### config.mk
export PLATFORM = sky130hd
export DESIGN_NAME = uic_core
export DESIGN_NICKNAME = d
export VERILOG_FILES = /design/src/core/uic_pkg.sv /design/src/core/uic_core.sv
export VERILOG_INCLUDE_DIRS = /design/src /design/src/core
export SDC_FILE = /design/constraint.sdc
export NUM_CORES = 1
export LEC_CHECK = 0
export ABC_AREA = 0
export BUFFER_PORTS_ARGS = -buffer_cell sky130_fd_sc_hd__clkbuf_2
export CAP_MARGIN = 20
export CORE_MARGIN = 2
export CORE_UTILIZATION = 45
export CTS_BUF_LIST = sky130_fd_sc_hd__clkbuf_8
export CTS_CLUSTER_SIZE = 28
export DETAILED_ROUTE_END_ITERATION = 6
export GPL_TIMING_DRIVEN = 0
export PLACE_DENSITY_LB_ADDON = 0.15
export SLEW_MARGIN = 20
export SYNTH_ARGS = -nofsm -noshare
export SYNTH_HDL_FRONTEND = slang
export SYNTH_SLANG_ARGS = --single-unit
export TNS_END_PERCENT = 10
### constraint.sdc
create_clock -name sys_clk -period 10.7 [get_ports sys_clk]
set_clock_uncertainty 0.15 [all_clocks]
set_input_delay 2.14 -clock sys_clk [delete_from_list [all_inputs] [get_ports sys_clk]]
set_output_delay 2.14 -clock sys_clk [all_outputs]
set_load 0.05 [all_outputs]
### src/core/uic_regs.svh
// Purpose: register offsets, field positions and reset values of the serial port control block
// Assumes: APB byte addresses, one 32-bit word per register
// Notes: definitions only
`ifndef UIC_REGS_SVH
`define UIC_REGS_SVH
`define UIC_RAW_OFS 8'h04
`define UIC_MSK_OFS 8'h08
`define UIC_ENA_OFS 8'h0C
`define UIC_CLR_OFS 8'h10
`define UIC_FMT_OFS 8'h20
`define UIC_LOW_OFS 8'h28
`define UIC_HIGH_OFS 8'h2C
`define UIC_EDGE_OFS 8'h30
`define UIC_PAUSE_OFS 8'h3C
`define UIC_RESUME_OFS 8'h40
`define UIC_IDLE_OFS 8'h44
`define UIC_AUX_OFS 8'h48
`define UIC_ESC_OFS 8'h58
// Raw flag positions
`define UIC_BRK_BIT 7
`define UIC_GAP_BIT 13
`define UIC_TXDONE_BIT 14
`define UIC_EPAR_BIT 15
`define UIC_EFRM_BIT 16
`define UIC_CLASH_BIT 17
`define UIC_ESC_BIT 18
`define UIC_WAKE_BIT 19
`define UIC_FLAG_MASK 32'h000FE080
// Format register fields
`define UIC_F_PAR 0
`define UIC_F_PAREN 1
`define UIC_F_BITS 3:2
`define UIC_F_STOP 5:4
`define UIC_F_BRK 8
`define UIC_F_IRLOOP 9
`define UIC_F_IRTXEN 10
`define UIC_F_IRWCTL 11
`define UIC_F_IRTXINV 12
`define UIC_F_IRRXINV 13
`define UIC_F_LOOP 14
`define UIC_F_TXFLOW 15
`define UIC_F_IREN 16
`define UIC_F_RXRST 17
`define UIC_F_TXRST 18
`define UIC_F_RXINV 19
`define UIC_F_CTSINV 20
`define UIC_F_DSRINV 21
`define UIC_F_TXINV 22
`define UIC_F_RTSINV 23
`define UIC_F_DTRINV 24
`define UIC_FMT_W 25
// Other fields
`define UIC_THR 8:0
`define UIC_CHR 16:9
`define UIC_RXGAP 9:0
`define UIC_TXGAP 19:10
`define UIC_BRKNUM 27:20
`define UIC_AUX_485 0
`define UIC_AUX_SWFC 1
`define UIC_AUX_ACT 11:2
// Reset values
`define UIC_FMT_RST 25'h000001C
`define UIC_PAUSE_RST 17'h026E0
`define UIC_RESUME_RST 17'h02200
`define UIC_IDLE_RST 28'hA40100
`define UIC_AUX_RST 12'h00C
`define UIC_ESC_RST 8'h2B
`endif

### src/core/uic_pkg.sv
// Purpose: shared types of the serial port control block
// Assumes: nothing
// Notes: offsets and values live in uic_regs.svh
package uic_pkg;
  typedef enum logic {FLOW_RUN, FLOW_PAUSED} uic_flow_t;
  typedef logic [11:0] uic_pulse_t;
  typedef logic [7:0] uic_addr_t;
endpackage

### src/core/uic_core.sv
// Purpose: interrupt flags, line format, line inversion, soft flow and baud measurement
// Assumes: sys_clk 10 MHz, rst async high, APB slave, shifter events on sys_clk
// Notes: zero-wait-state APB answer; pins synchronised by two flops
// Functional notes
// Gap-done event sets its raw flag
// Transmit-done event sets its raw flag
// RS485 echo parity/framing errors set flags
// RS485 clash event sets its flag
// Escape character match sets its flag
// Sleep edge count over threshold wakes
// Masked status is raw AND enable
// Clear register ones clear raw flags
// Parity select: zero even, one odd
// Length codes give 5 to 8 bits
// Stop codes give 1, 1.5, 2 bits
// Break after data, count resets ten
// Infrared eleventh bit copy or zero
// Infrared enable, start, loopback, inversions
// Loopback routes transmit to receiver
// Queue reset bits empty the FIFOs
// Per-line inversion of six signals
// Send pause char above pause threshold
// Send resume char below resume threshold
// Frame end when byte gap exceeds threshold
// Transmit idle gap length is configurable
// Record low, high pulse and edge count
// Zero after stop sets break flag
// Raw flags stick until cleared
// Interrupt when any masked bit set
//
// Implementation choice: the APB interface to the registers.
`timescale 1ns/1ps
`include "uic_regs.svh"
module uic_core (
  input wire logic sys_clk,
  input wire logic rst,
  input wire logic psel,
  input wire logic penable,
  input wire logic pwrite,
  input wire uic_pkg::uic_addr_t paddr,
  input wire logic [31:0] pwdata,
  output logic [31:0] prdata,
  output logic pready,
  output logic pslverr,
  output logic irq,
  input wire logic rxdPin,
  input wire logic ctsPin,
  input wire logic dsrPin,
  output logic txdPin,
  output logic rtsPin,
  output logic dtrPin,
  input wire logic txSerial,
  input wire logic rtsCore,
  input wire logic dtrCore,
  output logic rxSerial,
  output logic ctsLevel,
  output logic dsrLevel,
  input wire logic txGapDoneEvt,
  input wire logic txDoneEvt,
  input wire logic echoParityEvt,
  input wire logic echoFrameEvt,
  input wire logic clashEvt,
  input wire logic breakDetEvt,
  input wire logic rxCharValid,
  input wire logic [7:0] rxChar,
  input wire logic bitTick,
  input wire logic lightSleep,
  input wire logic [8:0] rxFifoCount,
  output logic parityOdd,
  output logic parityEnable,
  output logic [1:0] dataBits,
  output logic [1:0] stopBits,
  output logic sendBreakAfterData,
  output logic [7:0] breakBitCount,
  output logic [9:0] txIdleCount,
  output logic irEnable,
  output logic irTxEnable,
  output logic irBitElevenControl,
  output logic txFlowEnable,
  output logic rxQueueReset,
  output logic txQueueReset,
  output logic flowCharRequest,
  output logic [7:0] flowChar,
  output logic rxFrameEnd
);
  import uic_pkg::*;

  logic [31:0] raw;
  logic [31:0] ena;
  logic [`UIC_FMT_W-1:0] fmt;
  logic [16:0] pauseCfg;
  logic [16:0] resumeCfg;
  logic [27:0] idleCfg;
  logic [11:0] aux;
  logic [7:0] escChar;
  uic_pulse_t lowMin;
  uic_pulse_t highMin;
  uic_pulse_t lowCnt;
  uic_pulse_t highCnt;
  logic [9:0] edgeCnt;
  logic [9:0] wakeCnt;
  logic [9:0] gapCnt;
  logic frameOpen;
  logic [1:0] rxSync;
  logic [1:0] ctsSync;
  logic [1:0] dsrSync;
  logic rxPrev;
  logic rxLine;
  logic rxEdge;
  logic wrEn;
  logic [31:0] clrMask;
  logic [31:0] evt;
  logic [31:0] next_raw;
  logic [31:0] next_ena;
  logic [31:0] next_prdata;
  logic next_err;
  uic_flow_t flowState;

  function automatic uic_pulse_t minOf(input uic_pulse_t a, input uic_pulse_t b);
    minOf = (a < b) ? a : b;
  endfunction

  function automatic uic_pulse_t satInc(input uic_pulse_t a);
    satInc = (a == 12'hFFF) ? a : a + 12'h001;
  endfunction

  // APB: data prepared at setup, answered in the access phase
  assign wrEn = psel && penable && pready && pwrite;
  assign clrMask = (wrEn && paddr == `UIC_CLR_OFS) ? pwdata : 32'h00000000;

  always_comb begin
    next_err = 1'b0;
    next_prdata = 32'h00000000;
    unique case (paddr)
      `UIC_RAW_OFS: next_prdata = raw;
      `UIC_MSK_OFS: next_prdata = raw & ena;
      `UIC_ENA_OFS: next_prdata = ena;
      `UIC_CLR_OFS: next_prdata = 32'h00000000;
      `UIC_FMT_OFS: next_prdata = {7'h00, fmt};
      `UIC_LOW_OFS: next_prdata = {20'h00000, lowMin};
      `UIC_HIGH_OFS: next_prdata = {20'h00000, highMin};
      `UIC_EDGE_OFS: next_prdata = {22'h000000, edgeCnt};
      `UIC_PAUSE_OFS: next_prdata = {15'h0000, pauseCfg};
      `UIC_RESUME_OFS: next_prdata = {15'h0000, resumeCfg};
      `UIC_IDLE_OFS: next_prdata = {4'h0, idleCfg};
      `UIC_AUX_OFS: next_prdata = {20'h00000, aux};
      `UIC_ESC_OFS: next_prdata = {24'h000000, escChar};
      default: next_err = 1'b1;
    endcase
  end

  always_ff @(posedge sys_clk or posedge rst) begin
    if (rst) begin
      pready <= 1'b0;
      prdata <= 32'h00000000;
      pslverr <= 1'b0;
    end else begin
      pready <= psel && !penable;
      pslverr <= psel && !penable && next_err;
      if (psel && !penable && !pwrite) begin
        prdata <= next_err ? 32'h00000000 : next_prdata;
      end
    end
  end

  // Configuration registers
  always_ff @(posedge sys_clk or posedge rst) begin
    if (rst) begin
      ena <= 32'h00000000;
      fmt <= `UIC_FMT_RST;
      pauseCfg <= `UIC_PAUSE_RST;
      resumeCfg <= `UIC_RESUME_RST;
      idleCfg <= `UIC_IDLE_RST;
      aux <= `UIC_AUX_RST;
      escChar <= `UIC_ESC_RST;
    end else if (wrEn) begin
      unique case (paddr)
        `UIC_ENA_OFS: ena <= pwdata & `UIC_FLAG_MASK;
        `UIC_FMT_OFS: fmt <= pwdata[`UIC_FMT_W-1:0];
        `UIC_PAUSE_OFS: pauseCfg <= pwdata[16:0];
        `UIC_RESUME_OFS: resumeCfg <= pwdata[16:0];
        `UIC_IDLE_OFS: idleCfg <= pwdata[27:0];
        `UIC_AUX_OFS: aux <= pwdata[11:0];
        `UIC_ESC_OFS: escChar <= pwdata[7:0];
        default: ;
      endcase
    end
  end

  // Format and mode outputs to the shifters
  assign parityOdd = fmt[`UIC_F_PAR];
  assign parityEnable = fmt[`UIC_F_PAREN];
  assign dataBits = fmt[`UIC_F_BITS];
  assign stopBits = fmt[`UIC_F_STOP];
  assign sendBreakAfterData = fmt[`UIC_F_BRK];
  assign breakBitCount = idleCfg[`UIC_BRKNUM];
  assign txIdleCount = idleCfg[`UIC_TXGAP];
  assign irEnable = fmt[`UIC_F_IREN];
  assign irTxEnable = fmt[`UIC_F_IRTXEN];
  assign irBitElevenControl = fmt[`UIC_F_IRWCTL];
  assign txFlowEnable = fmt[`UIC_F_TXFLOW];
  assign rxQueueReset = fmt[`UIC_F_RXRST];
  assign txQueueReset = fmt[`UIC_F_TXRST];

  // Pin synchronisers
  always_ff @(posedge sys_clk or posedge rst) begin
    if (rst) begin
      rxSync <= 2'b11;
      ctsSync <= 2'b11;
      dsrSync <= 2'b11;
    end else begin
      rxSync <= {rxSync[0], rxdPin};
      ctsSync <= {ctsSync[0], ctsPin};
      dsrSync <= {dsrSync[0], dsrPin};
    end
  end

  // Receive line after inversion and loopback selection
  always_comb begin
    if (fmt[`UIC_F_LOOP] || (fmt[`UIC_F_IREN] && fmt[`UIC_F_IRLOOP])) begin
      rxLine = txSerial;
    end else begin
      rxLine = rxSync[1] ^ fmt[`UIC_F_RXINV] ^ (fmt[`UIC_F_IREN] & fmt[`UIC_F_IRRXINV]);
    end
  end

  always_ff @(posedge sys_clk or posedge rst) begin
    if (rst) begin
      txdPin <= 1'b1;
      rtsPin <= 1'b1;
      dtrPin <= 1'b1;
      rxSerial <= 1'b1;
      ctsLevel <= 1'b1;
      dsrLevel <= 1'b1;
    end else begin
      txdPin <= txSerial ^ fmt[`UIC_F_TXINV] ^ (fmt[`UIC_F_IREN] & fmt[`UIC_F_IRTXINV]);
      rtsPin <= rtsCore ^ fmt[`UIC_F_RTSINV];
      dtrPin <= dtrCore ^ fmt[`UIC_F_DTRINV];
      rxSerial <= rxLine;
      ctsLevel <= ctsSync[1] ^ fmt[`UIC_F_CTSINV];
      dsrLevel <= dsrSync[1] ^ fmt[`UIC_F_DSRINV];
    end
  end

  // Baud measurement on the receive line
  assign rxEdge = rxLine ^ rxPrev;

  always_ff @(posedge sys_clk or posedge rst) begin
    if (rst) begin
      rxPrev <= 1'b1;
      lowCnt <= 12'h000;
      highCnt <= 12'h000;
      lowMin <= 12'hFFF;
      highMin <= 12'hFFF;
      edgeCnt <= 10'h000;
    end else begin
      rxPrev <= rxLine;
      if (rxEdge && edgeCnt != 10'h3FF) begin
        edgeCnt <= edgeCnt + 10'h001;
      end
      if (rxEdge && rxLine) begin
        lowMin <= minOf(lowMin, lowCnt);
        lowCnt <= 12'h000;
      end else if (!rxLine) begin
        lowCnt <= satInc(lowCnt);
      end
      if (rxEdge && !rxLine) begin
        highMin <= minOf(highMin, highCnt);
        highCnt <= 12'h000;
      end else if (rxLine) begin
        highCnt <= satInc(highCnt);
      end
    end
  end

  // Edge counting during light sleep
  always_ff @(posedge sys_clk or posedge rst) begin
    if (rst) begin
      wakeCnt <= 10'h000;
    end else if (!lightSleep) begin
      wakeCnt <= 10'h000;
    end else if (rxEdge && wakeCnt != 10'h3FF) begin
      wakeCnt <= wakeCnt + 10'h001;
    end
  end

  // Events; the set wins over a clear in the same cycle
  always_comb begin
    evt = 32'h00000000;
    evt[`UIC_BRK_BIT] = breakDetEvt;
    evt[`UIC_GAP_BIT] = txGapDoneEvt;
    evt[`UIC_TXDONE_BIT] = txDoneEvt;
    evt[`UIC_EPAR_BIT] = aux[`UIC_AUX_485] && echoParityEvt;
    evt[`UIC_EFRM_BIT] = aux[`UIC_AUX_485] && echoFrameEvt;
    evt[`UIC_CLASH_BIT] = aux[`UIC_AUX_485] && clashEvt;
    evt[`UIC_ESC_BIT] = rxCharValid && rxChar == escChar;
    evt[`UIC_WAKE_BIT] = lightSleep && wakeCnt > aux[`UIC_AUX_ACT];
  end

  // Next raw flags and enables, so irq follows the masked status without lag
  assign next_raw = (raw & ~clrMask) | evt;
  assign next_ena = (wrEn && paddr == `UIC_ENA_OFS) ? (pwdata & `UIC_FLAG_MASK) : ena;

  always_ff @(posedge sys_clk or posedge rst) begin
    if (rst) begin
      raw <= 32'h00000000;
    end else begin
      raw <= next_raw;
    end
  end

  always_ff @(posedge sys_clk or posedge rst) begin
    if (rst) begin
      irq <= 1'b0;
    end else begin
      // Enable writes act on irq in the same cycle as on the masked status
      irq <= |(next_raw & next_ena);
    end
  end

  // End of frame from the receive gap
  always_ff @(posedge sys_clk or posedge rst) begin
    if (rst) begin
      gapCnt <= 10'h000;
      frameOpen <= 1'b0;
      rxFrameEnd <= 1'b0;
    end else begin
      rxFrameEnd <= 1'b0;
      if (rxCharValid) begin
        gapCnt <= 10'h000;
        frameOpen <= 1'b1;
      end else if (frameOpen && bitTick) begin
        if (gapCnt >= idleCfg[`UIC_RXGAP]) begin
          rxFrameEnd <= 1'b1;
          frameOpen <= 1'b0;
        end else begin
          gapCnt <= gapCnt + 10'h001;
        end
      end
    end
  end

  // Software flow control
  always_ff @(posedge sys_clk or posedge rst) begin
    if (rst) begin
      flowState <= FLOW_RUN;
      flowCharRequest <= 1'b0;
      flowChar <= 8'h00;
    end else begin
      flowCharRequest <= 1'b0;
      if (!aux[`UIC_AUX_SWFC]) begin
        flowState <= FLOW_RUN;
      end else begin
        unique case (flowState)
          FLOW_RUN: begin
            if (rxFifoCount > pauseCfg[`UIC_THR]) begin
              flowCharRequest <= 1'b1;
              flowChar <= pauseCfg[`UIC_CHR];
              flowState <= FLOW_PAUSED;
            end
          end
          FLOW_PAUSED: begin
            if (rxFifoCount < resumeCfg[`UIC_THR]) begin
              flowCharRequest <= 1'b1;
              flowChar <= resumeCfg[`UIC_CHR];
              flowState <= FLOW_RUN;
            end
          end
        endcase
      end
    end
  end
endmodule // uic_core

==> results.cfg, run 1 <==
[status]
status = complete, no violations

[floorplanning]
die_y_um = 183
die_w_um = 183
start_util_pct = 45.6
dieArea_um2 = 33300
top_level_ports = 159
rows = 65
core_um2 = 31500

[logic_synthesis]
synth-seq-cells = 284
yosysTopAreaCellShare_pct = 39.6
async_flop_share_pct = 100
synth_area_per_cell_um2 = 10.8
synth_edf_count = 0
synth_top_area_cell = dfrtp_1
yosysUniqueCellTypes = 79
synth_fp_nets = 1469
ys.flop_type = dfrtp_1
yosys_warnings = 0
syn_inst = 1326
ys_seq_area_share_pct = 50.0
syn_area_um2 = 14300
synthTopCellsByArea = dfrtp_1, dfstp_2, mux2_2, ha_1, nand2_1

[timing]
finalSetupViolations = 0
fin_crit_ns = 4.47
period_share_pct = 41.8
fmax_mhz = 224
drv_slew = 0
worst_pin_slew_ns = 1.15
rsz0062_at_grt = no
max-slew-margin-rel_pct = 23.0
whs_ns = 0.204
hold_violations = 0

[placement]
dp_hpwl_mm = 32.0
placed_cells_incl_taps = 1888
port_buffers = 157
place_congestion = 0.928
dpl_cell_area_um2 = 15700

[layout]
utilization_pct = 53.2
final_cells = 1981
final_common_cell = dfrtp_1
antenna_cells = 0
final_cell_area_um2 = 16700
final_cell_mix = dfrtp_1, clkbuf_2, nand2_1, mux2_2, inv_1
drive_gt1_share_pct = 30.4
area_growth_syn_to_layout_pct = 16.7
final_net_count = 1681

[clock_tree]
numClockSinks = 284
post-cts-setup-buffer-count = 0
htree_levels = 2
clock-root-buffer = clkbuf_8
clock_path_buffers = 3
cts_buffers = 50
clkTransAtPathRegs_ns = 0.06
post_cts_resized = 0
cts_tree = built
holdBufCountCts = 0
insertion_delay_ns = 0.58

[global_route]
met2_usage_pct = 40.8
grt_use_met1_pct = 37.2
grt_first_pass_wirelength_mm = 67.5
grt_overflow = 0
grt_antenna_before_repair = 0
grt_pass1_vias = 11427
top_usage_layer = met2
use_met3_pct = 6.03
grt_max_degree = 102
track_usage_pct = 26.7

[worst_setup_path]
ff2ff_path_depth = 8
worst_ep_required_time_ns = 11.00
cpLargestDelayFamily = simple AND/OR/NAND/NOR gates
crit_slowest_cell = nor3_2
path_depth = 6
start_kind = input port
path_max_fanout = 10
crit_chain = clkbuf_2 -> nor3_1 -> nand2_1 -> nor3_2 -> buf_2 -> mux2_2
path_class = input port to flip-flop
cp_num_buf_inv = 2
critPathMaxStageDelay_ns = 0.90
cp-end-kind = flip-flop
arrival_ns = 4.77

[min_path]
hp-class = flip-flop to flip-flop
whs_path_depth = 0

[routing]
finalWirelength_mm = 44.0
drc = 0
vias = 11524
drt_iter0_markers = 1099
avgRoutedWirePerCell_um = 22.2
dr.pass1.iters = 6
antenna_left = 0
avgViaCountPerCell = 5.82

[power]
irDropWorstVdd_uv = 82.1
power.total_mw = 2.56
power_density_nw_per_um2 = 153
p_leak_nw = 8.00

[job]
maxCapViolations = 0
==> cell families (layout without fill, tap and decap cells) <==
group | after synthesis | after routing | share of synthesized area (%)
mux | 130 | 130 | 10.3
xor+xnor | 32 | 32 | 1.95
fa+ha+maj | 66 | 66 | 5.76
buf+inv | 150 | 403 | 4.88
compound gates | 332 | 332 | 15.7
flops | 284 | 284 | 50.0
simple gates | 332 | 332 | 11.4
==> state kept, by name, indices dropped and copies added, names as in the netlist, 12 cells and up <==
register / count
lowCnt: 12
raw: 32
pauseCfg: 17
highMin: 12
prdata: 32
lowMin: 12
idleCfg: 28
highCnt: 12
resumeCfg: 17
fmt: 25
aux: 12
==> stage by stage <==
stage	TNS [ns]	setup WS, ns
2_1_floorplan	0	0.669
3_3_place_gp	-631.07	-2.81
3_5_place_dp	0	5.79
4_1_cts	0	6.39
5_1_grt	0	6.17
6_report	0	6.23
==> synthesized netlist by cell type, types with 5 or more instances <==
cell type    n
nor3_1      13
xor2_1      16
nand3_1     31
buf_2       17
a31oi_1     18
a221oi_1    10
a22o_1       5
nor2b_1     10
nand4_1     17
xnor2_1     16
a21o_1      26
a211oi_1     5
nor2_1      76
o21ai_0     82
a22oi_1     34
clkbuf_1    35
inv_1       70
nand2b_1     7
a222oi_1    16
dfstp_2     57
dfrtp_1    227
and3_1       8
o22ai_1     12
nor4_1       7
mux2i_1      6
o31ai_1     14
ha_1        66
a21oi_1     45
buf_4       25
a21boi_0    24
mux2_2     119
a2111oi_0    5
nand2_1    119
or3_1        9
==> metal layers <==
metal  share of wire [%]  vias to the layer above
li1                    -                     5256
met1                  44                     5698
met2                  45                      477
met3                 8.4                       93
met4                 3.3                        0
met5                   0                        -
==> power by group <==
group / internal [mW] / switching, mW
clock network: 0.543 / 0.456
registers: 1.15 / 0.0718
logic: 0.129 / 0.213
==> final cells by class <==
cell class,instances,area (um2)
inverters,70,270
plain buffers,80,438
multi-input cells,892,6470
fillers,2853,14700
repair buffers,160,868
flip-flops and latches,284,7180
clock inverters,28,118
clock buffers,65,895
well taps,402,503
==> path summary, 6_finish.rpt <==
check | slack [ns] | from | endpoint
max | 6.23 | paddr[5] | resumeCfg[10]
min | 0.20 | dsrSync[0] | dsrSync[1]
max reg2reg | 7.62 | rxSync[1] | highMin[7]
min reg2reg | 0.20 | dsrSync[0] | dsrSync[1]
max in group asynchronous | 8.02 | rst | pauseCfg[13]
min in group asynchronous | 1.31 | rst | lowCnt[10]
Power figures use the tool's default switching activity.
==> run 2, diff against run 1 <==
clock period = 4.3 ns   (was 10.7 ns; I/O delays follow)
==> run 2 against run 1 <==
Sequential share of layout area decreased by 0.34 points. Worst hold slack got worse by 0.0064 ns. Flip-flop and latch count unchanged. Global-route usage increased by 0.17 points.
==> results.cfg, run 2 (synthesis results as in run 1) <==
[timing]
fin_crit_ns = 3.16
whs_ns = 0.198
max-slew-margin-rel_pct = 30.2
worst_pin_slew_ns = 1.04
rsz0062_at_grt = no
hold_violations = 0
fmax_mhz = 316
fin_tns_setup_ns = 0
drv_slew = 0
finalSetupViolations = 0
period_share_pct = 73.5

[layout]
multi_input_area_um2 = 6470
final_common_cell = dfrtp_1
fill_cells = 2879
antenna_cells = 0
final_net_count = 1686
layout.area.seq_um2 = 7180
final_cell_mix = dfrtp_1, clkbuf_2, nand2_1, mux2_2, inv_1
area_growth_syn_to_layout_pct = 17.6
largestRegisters = prdata (32), raw (32), idleCfg (28)
drive_gt1_share_pct = 31.0
utilization_pct = 53.6

[worst_setup_path]
crit_slowest_cell = nor3_2
cp_num_buf_inv = 2
cpLargestDelayFamily = simple AND/OR/NAND/NOR gates
path_class = input port to flip-flop
start_kind = input port
arrival_ns = 3.46
worst_ep_required_time_ns = 4.59
path_max_fanout = 10
cp-end-kind = flip-flop
critPathMaxStageDelay_ns = 0.88
crit_chain = clkbuf_2 -> nor3_1 -> nand2_1 -> nor3_2 -> buf_2 -> mux2_2

[clock_tree]
htree_levels = 2
holdBufCountCts = 0
post-cts-setup-buffer-count = 0
insertion_delay_ns = 0.59
clock-root-buffer = clkbuf_8
numClockSinks = 284
post_cts_resized = 0
clkTransAtPathRegs_ns = 0.06
cts_buffers = 49
cts_tree = built
clock_path_buffers = 3

[global_route]
grt_antenna_before_repair = 0
grt_first_pass_wirelength_mm = 68.4
grt_max_degree = 34
track_usage_pct = 26.8
grt_overflow = 0
grt_pass1_vias = 11449

[floorplanning]
start_util_pct = 45.6
die_y_um = 183
dieArea_um2 = 33300
core_um2 = 31500
die_w_um = 183
rows = 65
top_level_ports = 159

[power]
p_clk_share_pct = 39.8
combinationalPowerShare_pct = 13.4
switching_share_pct = 28.8
internal_power_mw = 4.62
p_leak_nw = 8.04
seq_power_share_pct = 46.8
irDropWorstVdd_uv = 221
power.total_mw = 6.48
power_density_nw_per_um2 = 384
switching_power_mw = 1.87

[min_path]
hp-class = input port to asynchronous set/reset pin

[status]
status = complete, no violations

[routing]
vias = 11628
dr.pass1.iters = 7
top_layer_used = met4
avgRoutedWirePerCell_um = 22.4
drc = 0
met3WireLength_mm = 3.12
drt_iter0_markers = 1165
wl_met1_mm = 20.1
finalWirelength_mm = 44.4
antenna_left = 0
avgViaCountPerCell = 5.86
wl_met2_mm = 19.9

[placement]
dp_hpwl_mm = 32.8
place_congestion = 0.937
port_buffers = 157

[job]
maxCapViolations = 0
## run 2: changes by cell type in the layout (fill, tap and decap cells not counted)
cell | previous run | this run
inv_6 | 0 | 1
buf_16 | 3 | 0
inv_1 | 89 | 83
clkinv_2 | 7 | 6
buf_12 | 0 | 9
clkbuf_8 | 65 | 69
## run 2: worst paths after layout
check                      startpoint             to  slack, ns  cells past startpoint
setup / recovery             paddr[5]  resumeCfg[10]       1.14                      6
hold / removal                    rst    idleCfg[10]       0.20                      2
setup reg to reg            rxSync[1]     highMin[7]       1.24                      8
hold reg to reg            dsrSync[0]     dsrSync[1]       0.21                      0
max in group asynchronous         rst     idleCfg[8]       2.91                      4
min in group sys_clk       dsrSync[0]     dsrSync[1]       0.21                      0
## run 2: cell type report
type	instances	share of cell area, %
Timing Repair Buffer	166	5.73
Clock buffer	69	5.63
Tap cell	402	2.98
Inverter	70	1.58
Multi-Input combinational cell	892	38.3
Buffer	80	2.60
Clock inverter	22	0.608
Sequential cell	284	42.5
## run 2: power by group through the flow
stage,registers (mW),logic (mW),clock network (mW)
2_1_floorplan,3.13,0.482,0
3_3_place_gp,3.08,0.832,0
3_5_place_dp,3.08,0.870,0
4_1_cts,3.04,0.872,2.63
5_1_grt,3.06,0.957,2.75
6_report,3.04,0.869,2.58
## run 2: metrics by stage
step | cell area [um2] | worst slack (ns) | cells
global placement | 15600 | -2.32 | 1885
CTS | 16900 | 1.19 | 1985
detailed placement | 15800 | 0.702 | 1894
finish | 16900 | 1.14 | 1985
floorplan | 14300 | -0.427 | 1326
global route | 16900 | 1.03 | 1985
## run 2: metal layers
| layer | vias to the layer above | global-route usage (%) |
|---|---|---|
| li1 | 5265 | - |
| met1 | 5805 | 38.2 |
| met2 | 467 | 42.0 |
| met3 | 91 | 4.49 |
| met4 | 0 | 8.39 |
| met5 | - | 0 |
## run 2: worst register-to-register path, stage by stage (launching register included)
cell      delay, ns
dfstp_2        0.54
xnor2_1        0.16
mux2i_1        0.15
a21oi_4        0.31
ha_1           0.39
inv_1          0.18
a211oi_1       0.40
buf_2          0.34
mux2_2         0.36
